## src/inc/bru_pkg.sv

```systemverilog
package bru_pkg;

    localparam int unsigned BRU_DATA_W = 8;
    localparam int unsigned BRU_MSB    = 7;
    localparam int unsigned BRU_LSB    = 0;

    // bit positions inside the op code and the 9-bit rotate word
    localparam int unsigned BRU_OP_ACC_BIT   = 0;
    localparam int unsigned BRU_OP_CARRY_BIT = 1;
    localparam int unsigned BRU_CARRY_POS    = 8;

    localparam logic [7:0] BRU_DATA_RST  = 8'h00;
    localparam logic       BRU_CARRY_RST = 1'b0;
    localparam logic [2:0] BRU_FLAGS_RST = 3'h0;

    // operation select from the decoder
    typedef enum logic [2:0] {
        BRU_OP_ROTATE_LEFT_MEM                = 3'b000,
        BRU_OP_ROTATE_LEFT_TO_ACC             = 3'b001,
        BRU_OP_ROTATE_LEFT_THRU_CARRY_MEM     = 3'b010,
        BRU_OP_ROTATE_LEFT_THRU_CARRY_TO_ACC  = 3'b011,
        BRU_OP_ROTATE_RIGHT_MEM               = 3'b100,
        BRU_OP_ROTATE_RIGHT_TO_ACC            = 3'b101,
        BRU_OP_ROTATE_RIGHT_THRU_CARRY_MEM    = 3'b110,
        BRU_OP_ROTATE_RIGHT_THRU_CARRY_TO_ACC = 3'b111
    } bru_op_t;

    // request from the instruction decoder
    typedef struct packed {
        logic       valid;
        bru_op_t    op;
        logic [7:0] operand;
        logic       carry;
        logic [2:0] flags;
    } bru_req_t;

    // answer to memory, accumulator and status register
    typedef struct packed {
        logic       mem_we;
        logic       acc_we;
        logic [7:0] result;
        logic       carry;
        logic [2:0] flags;
        logic       done;
    } bru_rsp_t;

    typedef struct packed {
        bru_rsp_t rsp;
    } bru_state_t;

endpackage

```

## src/core/bru_core.sv

```systemverilog
// Functional notes
// - left through carry to memory, carry gets bit7
// - left through carry into accumulator, memory kept
// - right rotate to memory, bit0 to bit7
// - right rotate into accumulator, memory and carry kept
// - right through carry to memory, carry gets bit0
// - right through carry into accumulator, carry gets bit0
// - left rotate to memory, bit7 to bit0
module bru_core
    import bru_pkg::*;
(
    input  wire logic     CLK_SYS_I,
    input  wire logic     RST_I,
    input  wire bru_req_t REQ_I,
    output bru_rsp_t      RSP_O
);

    bru_state_t st_reg;
    bru_state_t st_next;

    // one position left, fill enters bit 0
    function automatic logic [7:0] shift_in_left(input logic [7:0] d, input logic fill);
        return {d[BRU_MSB-1:BRU_LSB], fill};
    endfunction

    // one position right, fill enters bit 7
    function automatic logic [7:0] shift_in_right(input logic [7:0] d, input logic fill);
        return {fill, d[BRU_MSB:BRU_LSB+1]};
    endfunction

    // set when the op writes the accumulator rather than memory
    function automatic logic targets_acc(input bru_op_t op);
        return op[BRU_OP_ACC_BIT];
    endfunction

    // carry out in bit 8, rotated byte below it
    function automatic logic [8:0] rotate(input bru_op_t op, input logic [7:0] d, input logic c);
        logic [8:0] r;
        r = {c, d};
        case (op)
            BRU_OP_ROTATE_LEFT_MEM, BRU_OP_ROTATE_LEFT_TO_ACC: begin
                r = {c, shift_in_left(d, d[BRU_MSB])};
            end
            BRU_OP_ROTATE_LEFT_THRU_CARRY_MEM, BRU_OP_ROTATE_LEFT_THRU_CARRY_TO_ACC: begin
                r = {d[BRU_MSB], shift_in_left(d, c)};
            end
            BRU_OP_ROTATE_RIGHT_MEM, BRU_OP_ROTATE_RIGHT_TO_ACC: begin
                r = {c, shift_in_right(d, d[BRU_LSB])};
            end
            default: begin
                r = {d[BRU_LSB], shift_in_right(d, c)};
            end
        endcase
        return r;
    endfunction

    always_comb begin
        logic [8:0] rot;
        rot     = rotate(REQ_I.op, REQ_I.operand, REQ_I.carry);
        // result, carry and flags stand until the next taken request
        st_next = st_reg;
        st_next.rsp.done   = REQ_I.valid;
        st_next.rsp.mem_we = 1'b0;
        st_next.rsp.acc_we = 1'b0;
        if (REQ_I.valid) begin
            st_next.rsp.mem_we = ~targets_acc(REQ_I.op);
            st_next.rsp.acc_we = targets_acc(REQ_I.op);
            st_next.rsp.result = rot[BRU_MSB:BRU_LSB];
            // plain ops hand the old carry back, flags pass through
            st_next.rsp.carry  = rot[BRU_CARRY_POS];
            st_next.rsp.flags  = REQ_I.flags;
        end
    end

    always_ff @(posedge CLK_SYS_I) begin
        if (RST_I) begin
            st_reg.rsp.mem_we <= 1'b0;
            st_reg.rsp.acc_we <= 1'b0;
            st_reg.rsp.result <= BRU_DATA_RST;
            st_reg.rsp.carry  <= BRU_CARRY_RST;
            st_reg.rsp.flags  <= BRU_FLAGS_RST;
            st_reg.rsp.done   <= 1'b0;
        end else begin
            st_reg <= st_next;
        end
    end

    assign RSP_O = st_reg.rsp;

    a_left_carry_mem: assert property (@(posedge CLK_SYS_I) disable iff (RST_I)
        !RST_I && REQ_I.valid && REQ_I.op == BRU_OP_ROTATE_LEFT_THRU_CARRY_MEM
        |=> RSP_O.mem_we
        && !RSP_O.acc_we
        && RSP_O.result == {$past(REQ_I.operand[BRU_MSB-1:BRU_LSB]), $past(REQ_I.carry)}
        && RSP_O.carry == $past(REQ_I.operand[BRU_MSB]))
        else $error("left through carry to memory wrong");

    a_left_carry_acc: assert property (@(posedge CLK_SYS_I) disable iff (RST_I)
        !RST_I && REQ_I.valid && REQ_I.op == BRU_OP_ROTATE_LEFT_THRU_CARRY_TO_ACC
        |=> RSP_O.acc_we
        && !RSP_O.mem_we
        && RSP_O.result == {$past(REQ_I.operand[BRU_MSB-1:BRU_LSB]), $past(REQ_I.carry)}
        && RSP_O.carry == $past(REQ_I.operand[BRU_MSB]))
        else $error("left through carry to accumulator wrong");

    a_right_mem_result: assert property (@(posedge CLK_SYS_I) disable iff (RST_I)
        !RST_I && REQ_I.valid && REQ_I.op == BRU_OP_ROTATE_RIGHT_MEM
        |=> RSP_O.mem_we
        && !RSP_O.acc_we
        && RSP_O.result == {$past(REQ_I.operand[BRU_LSB]), $past(REQ_I.operand[BRU_MSB:BRU_LSB+1])}
        && RSP_O.carry == $past(REQ_I.carry))
        else $error("right rotate to memory wrong");

    a_right_acc_result: assert property (@(posedge CLK_SYS_I) disable iff (RST_I)
        !RST_I && REQ_I.valid && REQ_I.op == BRU_OP_ROTATE_RIGHT_TO_ACC
        |=> RSP_O.acc_we
        && !RSP_O.mem_we
        && RSP_O.result == {$past(REQ_I.operand[BRU_LSB]), $past(REQ_I.operand[BRU_MSB:BRU_LSB+1])}
        && RSP_O.carry == $past(REQ_I.carry))
        else $error("right rotate to accumulator wrong");

    a_right_carry_mem: assert property (@(posedge CLK_SYS_I) disable iff (RST_I)
        !RST_I && REQ_I.valid && REQ_I.op == BRU_OP_ROTATE_RIGHT_THRU_CARRY_MEM
        |=> RSP_O.mem_we
        && !RSP_O.acc_we
        && RSP_O.result == {$past(REQ_I.carry), $past(REQ_I.operand[BRU_MSB:BRU_LSB+1])}
        && RSP_O.carry == $past(REQ_I.operand[BRU_LSB]))
        else $error("right through carry to memory wrong");

    a_right_carry_acc: assert property (@(posedge CLK_SYS_I) disable iff (RST_I)
        !RST_I && REQ_I.valid && REQ_I.op == BRU_OP_ROTATE_RIGHT_THRU_CARRY_TO_ACC
        |=> RSP_O.acc_we
        && !RSP_O.mem_we
        && RSP_O.result == {$past(REQ_I.carry), $past(REQ_I.operand[BRU_MSB:BRU_LSB+1])}
        && RSP_O.carry == $past(REQ_I.operand[BRU_LSB]))
        else $error("right through carry to accumulator wrong");

    a_left_mem_result: assert property (@(posedge CLK_SYS_I) disable iff (RST_I)
        !RST_I && REQ_I.valid && REQ_I.op == BRU_OP_ROTATE_LEFT_MEM
        |=> RSP_O.mem_we
        && !RSP_O.acc_we
        && RSP_O.result == {$past(REQ_I.operand[BRU_MSB-1:BRU_LSB]), $past(REQ_I.operand[BRU_MSB])}
        && RSP_O.carry == $past(REQ_I.carry))
        else $error("left rotate to memory wrong");

    // left rotate into accumulator, carry kept
    a_left_acc_result: assert property (@(posedge CLK_SYS_I) disable iff (RST_I)
        !RST_I && REQ_I.valid && REQ_I.op == BRU_OP_ROTATE_LEFT_TO_ACC
        |=> RSP_O.acc_we
        && !RSP_O.mem_we
        && RSP_O.result == {$past(REQ_I.operand[BRU_MSB-1:BRU_LSB]), $past(REQ_I.operand[BRU_MSB])}
        && RSP_O.carry == $past(REQ_I.carry))
        else $error("left rotate to accumulator wrong");

    a_flags_kept: assert property (@(posedge CLK_SYS_I) disable iff (RST_I)
        !RST_I && REQ_I.valid
        |=> RSP_O.done
        && RSP_O.flags == $past(REQ_I.flags))
        else $error("status flags changed by rotate");

    a_plain_carry_kept: assert property (@(posedge CLK_SYS_I) disable iff (RST_I)
        !RST_I && REQ_I.valid && !REQ_I.op[BRU_OP_CARRY_BIT]
        |=> RSP_O.carry == $past(REQ_I.carry))
        else $error("plain rotate changed carry");

    // no strobe without a taken request
    a_idle_no_write: assert property (@(posedge CLK_SYS_I) disable iff (RST_I)
        !RST_I && !REQ_I.valid
        |=> !RSP_O.mem_we
        && !RSP_O.acc_we
        && !RSP_O.done)
        else $error("write strobe without request");

    // result stands while idle
    a_idle_result_held: assert property (@(posedge CLK_SYS_I) disable iff (RST_I)
        !RST_I && !REQ_I.valid
        |=> $stable(RSP_O.result))
        else $error("result moved without request");

    a_idle_carry_held: assert property (@(posedge CLK_SYS_I) disable iff (RST_I)
        !RST_I && !REQ_I.valid
        |=> $stable(RSP_O.carry))
        else $error("carry moved without request");

    a_idle_flags_held: assert property (@(posedge CLK_SYS_I) disable iff (RST_I)
        !RST_I && !REQ_I.valid
        |=> $stable(RSP_O.flags))
        else $error("flags moved without request");

    a_acc_keeps_mem: assert property (@(posedge CLK_SYS_I) disable iff (RST_I)
        RSP_O.acc_we
        |-> !RSP_O.mem_we && RSP_O.done)
        else $error("accumulator write also strobed memory");

    a_mem_keeps_acc: assert property (@(posedge CLK_SYS_I) disable iff (RST_I)
        RSP_O.mem_we
        |-> !RSP_O.acc_we && RSP_O.done)
        else $error("memory write also strobed accumulator");

    // an answer only follows a request taken out of reset
    a_done_needs_request: assert property (@(posedge CLK_SYS_I) disable iff (RST_I)
        RSP_O.done
        |-> $past(REQ_I.valid) && !$past(RST_I))
        else $error("answer without taken request");

    // reset clears every output field
    a_reset_clears_outputs: assert property (@(posedge CLK_SYS_I)
        RST_I
        |=> RSP_O == '0)
        else $error("outputs not cleared by reset");

endmodule

```

## config.mk

```make
export PLATFORM = sky130hd
export DESIGN_NAME = bru_core
export DESIGN_NICKNAME = d
export VERILOG_FILES = /design/src/inc/bru_pkg.sv /design/src/core/bru_core.sv
export SDC_FILE = /design/constraint.sdc
export NUM_CORES = 1
export LEC_CHECK = 0
export BUFFER_PORTS_ARGS = -buffer_cell sky130_fd_sc_hd__buf_2
export CAP_MARGIN = 20
export CORE_UTILIZATION = 43
export CTS_CLUSTER_DIAMETER = 40
export DETAILED_ROUTE_END_ITERATION = 16
export GPL_TIMING_DRIVEN = 0
export PLACE_DENSITY = 0.74
export SLEW_MARGIN = 20
export SYNTH_ARGS = -nofsm -noshare
export SYNTH_HDL_FRONTEND = slang
export SYNTH_SLANG_ARGS = --single-unit
```

## constraint.sdc

```tcl
create_clock -name CLK_SYS_I -period 0.9 [get_ports CLK_SYS_I]
set_input_delay 0.045 -clock CLK_SYS_I [delete_from_list [all_inputs] [get_ports CLK_SYS_I]]
set_output_delay 0.045 -clock CLK_SYS_I [all_outputs]
set_load 0.02 [all_outputs]
```

* After elaboration in Yosys (flattened, before gate mapping)
Index checks and enable logic that the tools add are counted.
** Word-level totals
- Register bits after elaboration :: 15
- Input bits :: 18
- Output and inout port bits :: 15
- Word-level logic and storage cells :: 19
** Cells by class
- Equality and inequality tests :: 5
- Mux-type cells :: 1
- Bitwise logic cells :: 2
- Reduce and logical (&&, ||, !) cells :: 5
** Operator list (number)
- one-hot mux 9 bit (3 select lines) :: 1
- OR reduction 2 bit :: 4
- == test 3 x 2 -> 1 bit (second input constant) :: 2
- == test 3 bit (second input constant) :: 2
- == test 3 x 1 -> 1 bit (second input constant) :: 1
- zero test 3 bit :: 1
- inverter 1 bit :: 2

* Depth between registers and ports, before layout
Gate-level depths: netlist (run 1).
- Word-level depth :: 3
- Depth in mapped cells :: 3
- Gate-level depth less buffers :: 2

* Worst setup path before layout (run 1)
Ideal clock, no wire load.
- Kind :: register to register
- Start :: reg, netlist name RSP_O[5]
- End :: reg st_reg, in the netlist RSP_O[5]
- Library setup time :: 0.079 ns
- Arrival :: 0.866 ns
- Data required time :: 0.821 ns
- Path slack :: -0.045 ns
- Stages on the path, launching flop included :: 3
- Path buffers :: 0
- Period minus slack after synthesis :: 0.945 ns
- Path through :: dfxtp_1 or2b_2 o221ai_2
** RTL lines
- end signal: assignment :: RTL line bru_core.sv:84 : st_reg <= st_next;
- end: declaration :: RTL line bru_core.sv:18 : bru_state_t st_reg;

==> qor.csv, run 1 <==
stage;metric;value;unit
outcome;outcome;completed;
placed_design;port_buffers;31;
yosys;synthCells;62;
cells_and_area;final_cells;116;
cts;cts_root_buf;clkbuf_4;
yosys;synth.distinct_cells;20;
yosys;synth_most_common_cell;dfxtp_1;
drt;via_per_inst;5.11;
timing;rsz0062_at_grt;no;
floorplanning;row_count;13;
cells_and_area;areaGrowthSynthToFinish;36.8;%
timing;whs;0.0533;ns
yosys;synth-edff-count;0;
setup_path;crit_path_start_kind;flop;
timing;worst_slew_pin_slew;0.220;ns
setup_path;worstPathArrival;1.05;ns
grt;grt_max_degree;11;
floorplanning;die_w;41.3;um
yosys;synth_top_area_share;45.3;%
placed_design;hpwl;1000;um
grt;grt_pass1_vias;506;
grt;track_usage;19.1;%
drt;vias;593;
timing;setup_tns;0;ns
cts;cts_resized;0;
floorplanning;start_util;48.5;%
yosys;ys.flop_type;dfxtp_1;
setup_path;path_class;reg -> reg;
placed_design;dp.cells;108;
cts;cts.sinks;15;
setup_path;cpLargestDelayFamily;flip-flops;
cts;clk_pin_slew;0.09;ns
cells_and_area;drive_above_1_share;43.6;%
cts;h-tree-depth;1;
yosys;synth_warnings;0;
grt;antenna_found_initial;0;
yosys;syn_area;663;sq um
yosys;synth.avg_cell_area;10.7;sq um
pwr;powerDensity;1550;nW/um^2
cells_and_area;final_nets;120;
floorplanning;core_area;1370;sq um
timing;setup_viol;0;
placed_design;place.gp.congestion;0.771;
cts;cts_inserted_buffers;3;
setup_path;crit_chain;or2b_2 > o221ai_2;
drt;drt_first_iter_violations;7;
cells_and_area;stdcell_area;907;sq um
timing;finClkSkew;0;ns
cts;clk_latency;0.28;ns
yosys;yosys-top-cells-area;dfxtp_1 (45%), mux2i_1 (18%), a211oi_1 (6.8%);
setup_path;critical_path.max_fanout;2;
job;cap_violations;0;
timing;relSlewSlack;85.1;%
floorplanning;die_h;41.3;um
pwr;irDropWorstVdd;1.21;mV
setup_path;required;1.11;ns
timing;period_minus_slack;0.842;ns
drt;wl_per_cell;12.3;um
setup_path;crit_buf_inv;0;
yosys;yosys.area.top_type;dfxtp_1;
yosys;ys_seq_area_share;45.3;%
floorplanning;fp.dieArea;1700;sq um
yosys;syn_nets;80;
pwr;power_leakage;0.000449;uW
cells_and_area;largest_reg_flops;15;
cells_and_area;antenna_cells;0;
drt;final_antenna_net_count;0;
drt;first_pass_iters;4;
yosys;synth_common_cells;dfxtp_1 (15), mux2i_1 (12), nor2_1 (9);
setup_path;slowest_delay;0.33;ns
timing;drv_slew;0;
drt;wirelength;1420;um
timing;fmaxAchievable;1.19;GHz
placed_design;postPlaceCellArea;840;sq um
setup_path;cpMaxStageDelayCell;dfxtp_2;
hold_path;hp-class;in -> reg;
grt;overflow;0;
floorplanning;io_pins;33;
grt;grt_pass1_wl;2070;um
yosys;async_flop_share;0;%
setup_path;worst_setup_path_end_kind;flop;
yosys;synth_seq_cells;15;
drt;drc;0;
cts;cts_tree;done;
cts;clock_path_buffers;2;
timing;finalHoldViolCount;0;
timing;post-route-period-util;93.6;%
[power breakdown]
part           switching [uW]  total [uW]  internal [uW]
combinational             161         298            137
clock                     218         383            165
sequential               17.2         726            708
total                     397        1410           1010
[per-stage QoR]
stage / setup slack, ns / util, % / power (uW)
after floorplan: 0.0108 / - / 918
after global placement: 0.00999 / 61.4 / 1020
after detailed placement: -0.00443 / 61.4 / 1030
after CTS: 0.0481 / 66.4 / 1420
after global routing: 0.0244 / 66.4 / 1470
final: 0.0576 / 66.4 / 1410
[cell families after synthesis]
logic type	count (synthesis)	synth area share [%]
buffers and inverters	5	5.47
flip-flops	15	45.3
AO/OA/AOI/OAI	9	11.7
multiplexers	12	18.1
AND/OR/NAND/NOR	21	19.4
[cells in the final DEF (no fill, tap or decap), types with 2 or more instances in the layout]
cell,instances
a211oi_1,6
buf_2,33
buf_4,2
clkbuf_4,3
dfxtp_1,13
dfxtp_2,2
dlygate4sd3_1,4
mux2i_1,12
nand4bb_1,2
nor2_1,9
or3b_1,2
[what timing repair did]
| item | CTS | global route |
|---|---|---|
| setup buffers | 0 | 0 |
| endpoints found under the hold margin | 5 | 0 |
| hold buffers | 4 | 0 |
| endpoints found under the setup margin | 0 | 0 |
[worst paths after layout]
| check | cells past startpoint | to | from | slack [ns] |
|---|---|---|---|---|
| worst min register to register | 2 | RSP_O[6] | RSP_O[6] | 0.49 |
| worst max register to register | 2 | RSP_O[5] | RSP_O[5] | 0.06 |
| worst min-delay path | 3 | RSP_O[5] | REQ_I[5] | 0.05 |
| worst max-delay path | 2 | RSP_O[5] | RSP_O[5] | 0.06 |
[per-layer routing]
layer | vias up | track usage, % | part of all wire [%] | routed length [um]
met5 | - | 0 | 0 | 0
met4 | 0 | 12.1 | 0.98 | 14
met3 | 2 | 4.35 | 4.8 | 69
met2 | 17 | 31.6 | 49 | 698
met1 | 270 | 21.8 | 45 | 641
li1 | 304 | - | - | -
[cell type report]
class	count	area [sq um]
Clock buffer	3	22.5
Buffer	5	36.3
Tap cell	15	18.8
Sequential cell	15	303
Fill cell	119	459
Timing Repair Buffer	35	195
Clock inverter	1	5.00
Multi-Input combinational cell	42	327
[worst min-delay path, delay by kind of cell]
family | cells | cell delay (ns)
AO/OA/AOI/OAI | 1 | 0.07
buffers and inverters | 1 | 0.09
AND/OR/NAND/NOR | 1 | 0.10
Note: power is estimated with default switching activity, not from simulation.
==> run 2, diff against run 1 <==
--- a/config.mk
+++ b/config.mk
@@ -7,7 +7,9 @@
 export LEC_CHECK = 0
 export BUFFER_PORTS_ARGS = -buffer_cell sky130_fd_sc_hd__buf_2
 export CAP_MARGIN = 20
-export CORE_UTILIZATION = 43
+export CELL_PAD_IN_SITES_DETAIL_PLACEMENT = 1
+export CELL_PAD_IN_SITES_GLOBAL_PLACEMENT = 2
+export CORE_UTILIZATION = 25
 export CTS_CLUSTER_DIAMETER = 40
 export DETAILED_ROUTE_END_ITERATION = 16
 export GPL_TIMING_DRIVEN = 0
==> run 2 against run 1 <==
Via count is 3.4% higher. Non-clock buffer count unchanged. Clock skew is the same. Sequential power about the same. Global-route usage shrank 5.5 points. Utilization fell by 29 points. Largest power group unchanged. Power grew 0.32%. Clock power barely moved. First-iteration DRC count shrank 86%. Combinational power about the same. Critical path depth is 1 lower. Maximum frequency shrank 0.78%.
==> qor.csv, run 2 (same netlist as run 1, synthesis figures left out) <==
stage;metric;value;unit;change
timing;finClkSkew;0;ns;unchanged
pwr;p_total;1410;uW;+0.32%
drt;wl_met3;101;um;+46%
cts;clock_path_buffers;2;;unchanged
pwr;powerDensity;1530;nW/um^2;-1.6%
timing;layout_setup_ws;0.0509;ns;-0.00664 ns
timing;setup_viol;0;;unchanged
setup_path;cpMaxStageDelayCell;dfxtp_1;;
drt;via_per_inst;4.68;;-8.5%
grt;track_usage;13.5;%;-5.5 points
placed_design;pre_cts_slack;-0.00394;ns;+0.000491 ns
setup_path;crit_buf_inv;1;;+1
cts;cts.sinks;15;;unchanged
grt;grt_pass1_wl;2770;um;+34%
timing;relSlewSlack;85.5;%;+0.35 points
cells_and_area;final_nets;120;;unchanged
pwr;power_leakage;0.000446;uW;-0.61%
floorplanning;start_util;26.5;%;-22 points
cells_and_area;largest_reg_flops;15;;unchanged
timing;post-route-period-util;94.3;%;+0.74 points
floorplanning;die_w;53.5;um;+30%
setup_path;critical_path.max_fanout;2;;unchanged
setup_path;slowest_delay;0.35;ns;+0.02 ns
timing;whs;0.0455;ns;-0.00776 ns
placed_design;hpwl;1220;um;+22%
floorplanning;die_h;53.5;um;+30%
cells_and_area;areaGrowthSynthToFinish;39.4;%;
cts;cts_tree;done;;
grt;overflow;0;;unchanged
setup_path;crit_chain;buf_2;;
floorplanning;io_pins;33;;unchanged
floorplanning;row_count;18;;+5
timing;rsz0062_at_grt;no;;
placed_design;place.gp.congestion;0.643;;-17%
grt;grt_pass1_vias;642;;+27%
timing;drv_slew;0;;unchanged
setup_path;path_class;reg -> out;;
cells_and_area;final_common_cell;buf_2;;
cts;cts_resized;0;;unchanged
cts;holdBufCountCts;4;;unchanged
drt;drt_first_iter_violations;1;;-6
cells_and_area;utilization;37.0;%;-29 points
cells_and_area;mostFrequentLayoutCells;buf_2 (33), dfxtp_1 (13), mux2i_1 (12), nor2_1 (9), a211oi_1 (6);;
drt;wl_per_cell;12.6;um;+2.9%
hold_path;hp-class;in -> reg;;
drt;highest_layer;met3;;
grt;antenna_found_initial;0;;unchanged
cts;clk_pin_slew;0.09;ns;about the same
placed_design;port_buffers;31;;unchanged
cells_and_area;drive_above_1_share;42.6;%;-0.99 points
cells_and_area;antenna_cells;0;;unchanged
drt;vias;613;;+3.4%
setup_path;cpLargestDelayFamily;flip-flops;;
setup_path;crit_path_start_kind;flop;;
grt;grt_max_degree;11;;unchanged
drt;first_pass_iters;2;;-2
setup_path;worstPathArrival;0.80;ns;-0.25 ns
drt;m1WireLength;708;um;+10%
timing;worst_slew_pin_slew;0.215;ns;-0.00519 ns
cts;clk_latency;0.27;ns;about the same
setup_path;required;0.85;ns;-0.26 ns
timing;finalHoldViolCount;0;;unchanged
pwr;irDropWorstVdd;0.865;mV;-29%
drt;wl_met2;843;um;+21%
setup_path;worst_setup_path_end_kind;output pin;;
cts;post_cts_buffers;0;;unchanged
drt;wirelength;1650;um;+16%
cts;cts_inserted_buffers;3;;unchanged
cts;h-tree-depth;1;;unchanged
timing;fmaxAchievable;1.18;GHz;-0.78%
outcome;outcome;completed;;
floorplanning;fp.dieArea;2860;sq um;+68%
cts;cts_root_buf;clkbuf_4;;
floorplanning;core_area;2500;sq um;+83%
drt;final_antenna_net_count;0;;unchanged
job;cap_violations;0;;unchanged
timing;period_minus_slack;0.849;ns;+0.00664 ns
drt;drc;0;;unchanged
## run 2: metal layers
metal	GRT usage (%)	vias up
li1	-	302
met2	24.2	21
met5	0	-
met1	16.0	290
met4	0	0
met3	5.46	0
## run 2: power breakdown
| group | internal (uW) | switching [uW] | total [uW] |
|---|---|---|---|
| Sequential | 709 | 19.1 | 728 |
| Clock | 172 | 213 | 385 |
| Combinational | 137 | 162 | 299 |
## run 2: layout make-up
type / instances / area, sq um
clock buffer: 4 / 26.3
multi-input combinational: 42 / 327
sequential: 15 / 303
timing repair buffer: 35 / 195
tap: 30 / 37.5
buffer: 5 / 36.3
fill: 300 / 1580
## run 2: worst paths after layout
kind,endpoint,start,slack (ns),cells past startpoint
worst min-delay path,RSP_O[5],REQ_I[5],0.05,3
worst max-delay path,RSP_O[7],RSP_O[7],0.05,1
worst min register to register,RSP_O[9],RSP_O[9],0.50,2
worst max register to register,RSP_O[5],RSP_O[5],0.06,2
## run 2: per-stage QoR
stage                     setup TNS (ns)  instance area, sq um  instances
final                                  0                   925        131
after global routing                   0                   925        131
after CTS                              0                   925        131
after detailed placement        -0.00394                   858        123
after global placement                 0                   858        123
after floorplan                        0                   666         62
==> run 3, diff against run 2 <==
--- a/config.mk
+++ b/config.mk
@@ -5,15 +5,16 @@
 export SDC_FILE = /design/constraint.sdc
 export NUM_CORES = 1
 export LEC_CHECK = 0
-export BUFFER_PORTS_ARGS = -buffer_cell sky130_fd_sc_hd__buf_2
 export CAP_MARGIN = 20
 export CELL_PAD_IN_SITES_DETAIL_PLACEMENT = 1
 export CELL_PAD_IN_SITES_GLOBAL_PLACEMENT = 2
-export CORE_UTILIZATION = 25
+export CORE_MARGIN = 2
+export CORE_UTILIZATION = 33
 export CTS_CLUSTER_DIAMETER = 40
 export DETAILED_ROUTE_END_ITERATION = 16
+export DONT_BUFFER_PORTS = 1
 export GPL_TIMING_DRIVEN = 0
-export PLACE_DENSITY = 0.74
+export PLACE_DENSITY = 0.7
 export SLEW_MARGIN = 20
 export SYNTH_ARGS = -nofsm -noshare
 export SYNTH_HDL_FRONTEND = slang
==> run 3 against run 2 <==
The flow now finishes with violations (hold timing, setup timing). Cell count decreased by 21%. Clock skew unchanged. Non-clock buffer count decreased by 25. First-iteration DRC count increased to 4.0 times the previous value. Hold slack got worse by 0.083 ns. Largest cell class unchanged. Power decreased by 3.8%. Global-route usage increased by 2.0 points. Combinational power decreased by 39%. Worst setup slack got worse by 0.054 ns. Highest routed layer unchanged. Critical path depth increased by 1. Maximum frequency decreased by 5.9%. Critical path type is now reg -> reg.
==> qor.csv, run 3 (same netlist as run 1, synthesis figures left out) <==
stage;metric;value;unit;change
setup_path;path_class;reg -> reg;;
timing;layout_setup_ws;-0.00270;ns;-0.0536 ns
pwr;p_int;984;uW;-3.3%
pwr;switching_share;27.5;%;-0.42 points
floorplanning;fp.dieArea;2380;sq um;-17%
placed_design;place.gp.congestion;0.661;;+2.9%
cells_and_area;mostFrequentLayoutCells;mux2i_1 (12), dfxtp_1 (11), dlygate4sd3_1 (10), nor2_1 (9), a211oi_1 (6);;
timing;drv_slew;0;;unchanged
drt;drc;0;;unchanged
hold_path;hold_path_depth;2;;-1
setup_path;rrSetupSlack;-0.003;ns;-0.06 ns
grt;grt_pass1_wl;2730;um;-1.2%
grt;grt_pass1_vias;553;;-14%
drt;vias;514;;-16%
floorplanning;die_h;48.8;um;-8.7%
pwr;comb_power_share;13.3;%;-7.9 points
floorplanning;die_w;48.8;um;-8.7%
pwr;powerDensity;1620;nW/um^2;+6.4%
cells_and_area;areaGrowthSynthToFinish;26.0;%;
cts;clk_latency;0.28;ns;about the same
timing;finClkSkew;0;ns;unchanged
cells_and_area;final_nets;95;;-21%
pwr;power_leakage;0.000337;uW;-25%
drt;first_pass_iters;4;;+2
outcome;outcome;finished, violations left;;
cells_and_area;seq_area;310;sq um;+2.5%
timing;relSlewSlack;83.0;%;-2.5 points
placed_design;hpwl;1110;um;-9.5%
setup_path;critical_path.max_fanout;2;;unchanged
cells_and_area;n_fill_cell;226;;-25%
cts;clk_pin_slew;0.09;ns;about the same
setup_path;r2r_cells;2;;unchanged
timing;post-route-period-util;100;%;+6.0 points
cts;cts_root_buf;clkbuf_4;;
cells_and_area;stdcell_area;836;sq um;-9.6%
cells_and_area;largest_reg_flops;15;;unchanged
floorplanning;core_area;1920;sq um;-23%
grt;antenna_found_initial;0;;unchanged
grt;track_usage;15.6;%;+2.0 points
pwr;clkPwrFrac;28.6;%;+1.3 points
setup_path;required;1.08;ns;+0.23 ns
cells_and_area;drive_above_1_share;18.4;%;-24 points
hold_path;hold_start;REQ_I[15];;
timing;whs;-0.0379;ns;-0.0834 ns
hold_path;hold-path-endpoint;RSP_O[12];;
cts;post_cts_buffers;0;;unchanged
timing;finalHoldViolCount;3;;+3
cells_and_area;utilization;43.5;%;+6.5 points
placed_design;port_buffers;0;;-100%
timing;fmaxAchievable;1.11;GHz;-5.9%
grt;grt_max_degree;11;;unchanged
cts;clock_path_buffers;2;;unchanged
setup_path;crit_path_start_kind;flop;;
hold_path;hp-class;in -> reg;;
grt;overflow;0;;unchanged
cts;cts_inserted_buffers;3;;unchanged
pwr;irDropWorstVdd;0.794;mV;-8.2%
cts;h-tree-depth;1;;unchanged
drt;final_antenna_net_count;0;;unchanged
cells_and_area;final_common_cell;mux2i_1;;
drt;wirelength;1630;um;-1.3%
pwr;switching_power;374;uW;-5.3%
setup_path;reg2reg_to;RSP_O[12];;
grt;grt_busiest_layer;met2;;
cts;cts.sinks;15;;unchanged
timing;period_minus_slack;0.903;ns;+0.0536 ns
cts;cts_tree;done;;
drt;drt_first_iter_violations;4;;+3
timing;worst_slew_pin_slew;0.255;ns;+0.0403 ns
floorplanning;io_pins;33;;unchanged
placed_design;postPlaceCellArea;699;sq um;-19%
cells_and_area;antenna_cells;0;;unchanged
grt;met2_usage;24.7;%;+0.49 points
timing;rsz0062_at_grt;yes;;
grt;gr-usage-met1;17.7;%;+1.7 points
outcome;violations;hold timing, setup timing;;
pwr;p_seq_share;58.1;%;+6.5 points
setup_path;worstPathArrival;1.09;ns;+0.29 ns
job;cap_violations;0;;unchanged
timing;setup_viol;1;;+1
setup_path;crit_path_start;RSP_O[12];;
cells_and_area;multi_input_area;329;sq um;+0.77%
floorplanning;start_util;34.5;%;+8.0 points
cts;holdBufCountCts;10;;+6
setup_path;reg2reg_from;RSP_O[12];;
floorplanning;row_count;16;;-2
setup_path;worst_setup_path_end_kind;flop;;
drt;via_per_inst;4.99;;+6.6%
grt;gr-usage-met3;8.28;%;+2.8 points
drt;wl_per_cell;15.8;um;+26%
run 3: metal layers:
metal | up-vias | routed length [um]
met3 | 0 | 190
met4 | 0 | 0
met2 | 25 | 777
met1 | 234 | 664
met5 | - | 0
li1 | 255 | -
run 3: stage by stage:
step | std cells | total power [uW] | TNS (ns) | setup WS [ns] | hold slack, ns
after global placement | 89 | 943 | -0.00255 | -0.00255 | 0.118
after floorplan | 62 | 918 | 0 | 0.0108 | 0.117
after CTS | 103 | 1380 | -0.00191 | -0.00191 | -0.0470
after detailed placement | 89 | 950 | -0.0135 | -0.0135 | 0.120
after global routing | 103 | 1460 | -0.0377 | -0.0377 | -0.0550
final | 103 | 1360 | -0.00270 | -0.00270 | -0.0379
run 3: cell type report:
cell class	count	share of cell area [%]
multi-input cells	42	39.4
flip-flops and latches	15	37.1
repair buffers	10	12.0
plain buffers	5	4.34
well taps	27	4.04
clock buffers	4	3.14
run 3: repair_timing:
action	in CTS	in global routing
setup endpoints to repair	2	3
resized for setup	3	2
endpoints found under the hold margin	11	3
run 3: power groups by stage:
stage / combinational (uW) / clock [uW] / sequential [uW]
2_1_floorplan: 121 / 0 / 797
3_3_place_gp: 139 / 0 / 804
3_5_place_dp: 144 / 0 / 806
4_1_cts: 182 / 408 / 788
5_1_grt: 202 / 459 / 795
6_report: 181 / 388 / 789
run 3: critical path, stage by stage (launching register included):
cell and delay, ns:
dfxtp_4 0.39, or3b_1 0.35, o311ai_1 0.07
run 3: worst max path at each step:
stage                      endpoint  depth (start not counted)
after detailed placement   RSP_O[5]                          2
after global placement     RSP_O[5]                          2
final                     RSP_O[12]                          2
after CTS                 RSP_O[12]                          2
after global routing      RSP_O[12]                          2
after floorplan            RSP_O[5]                          2
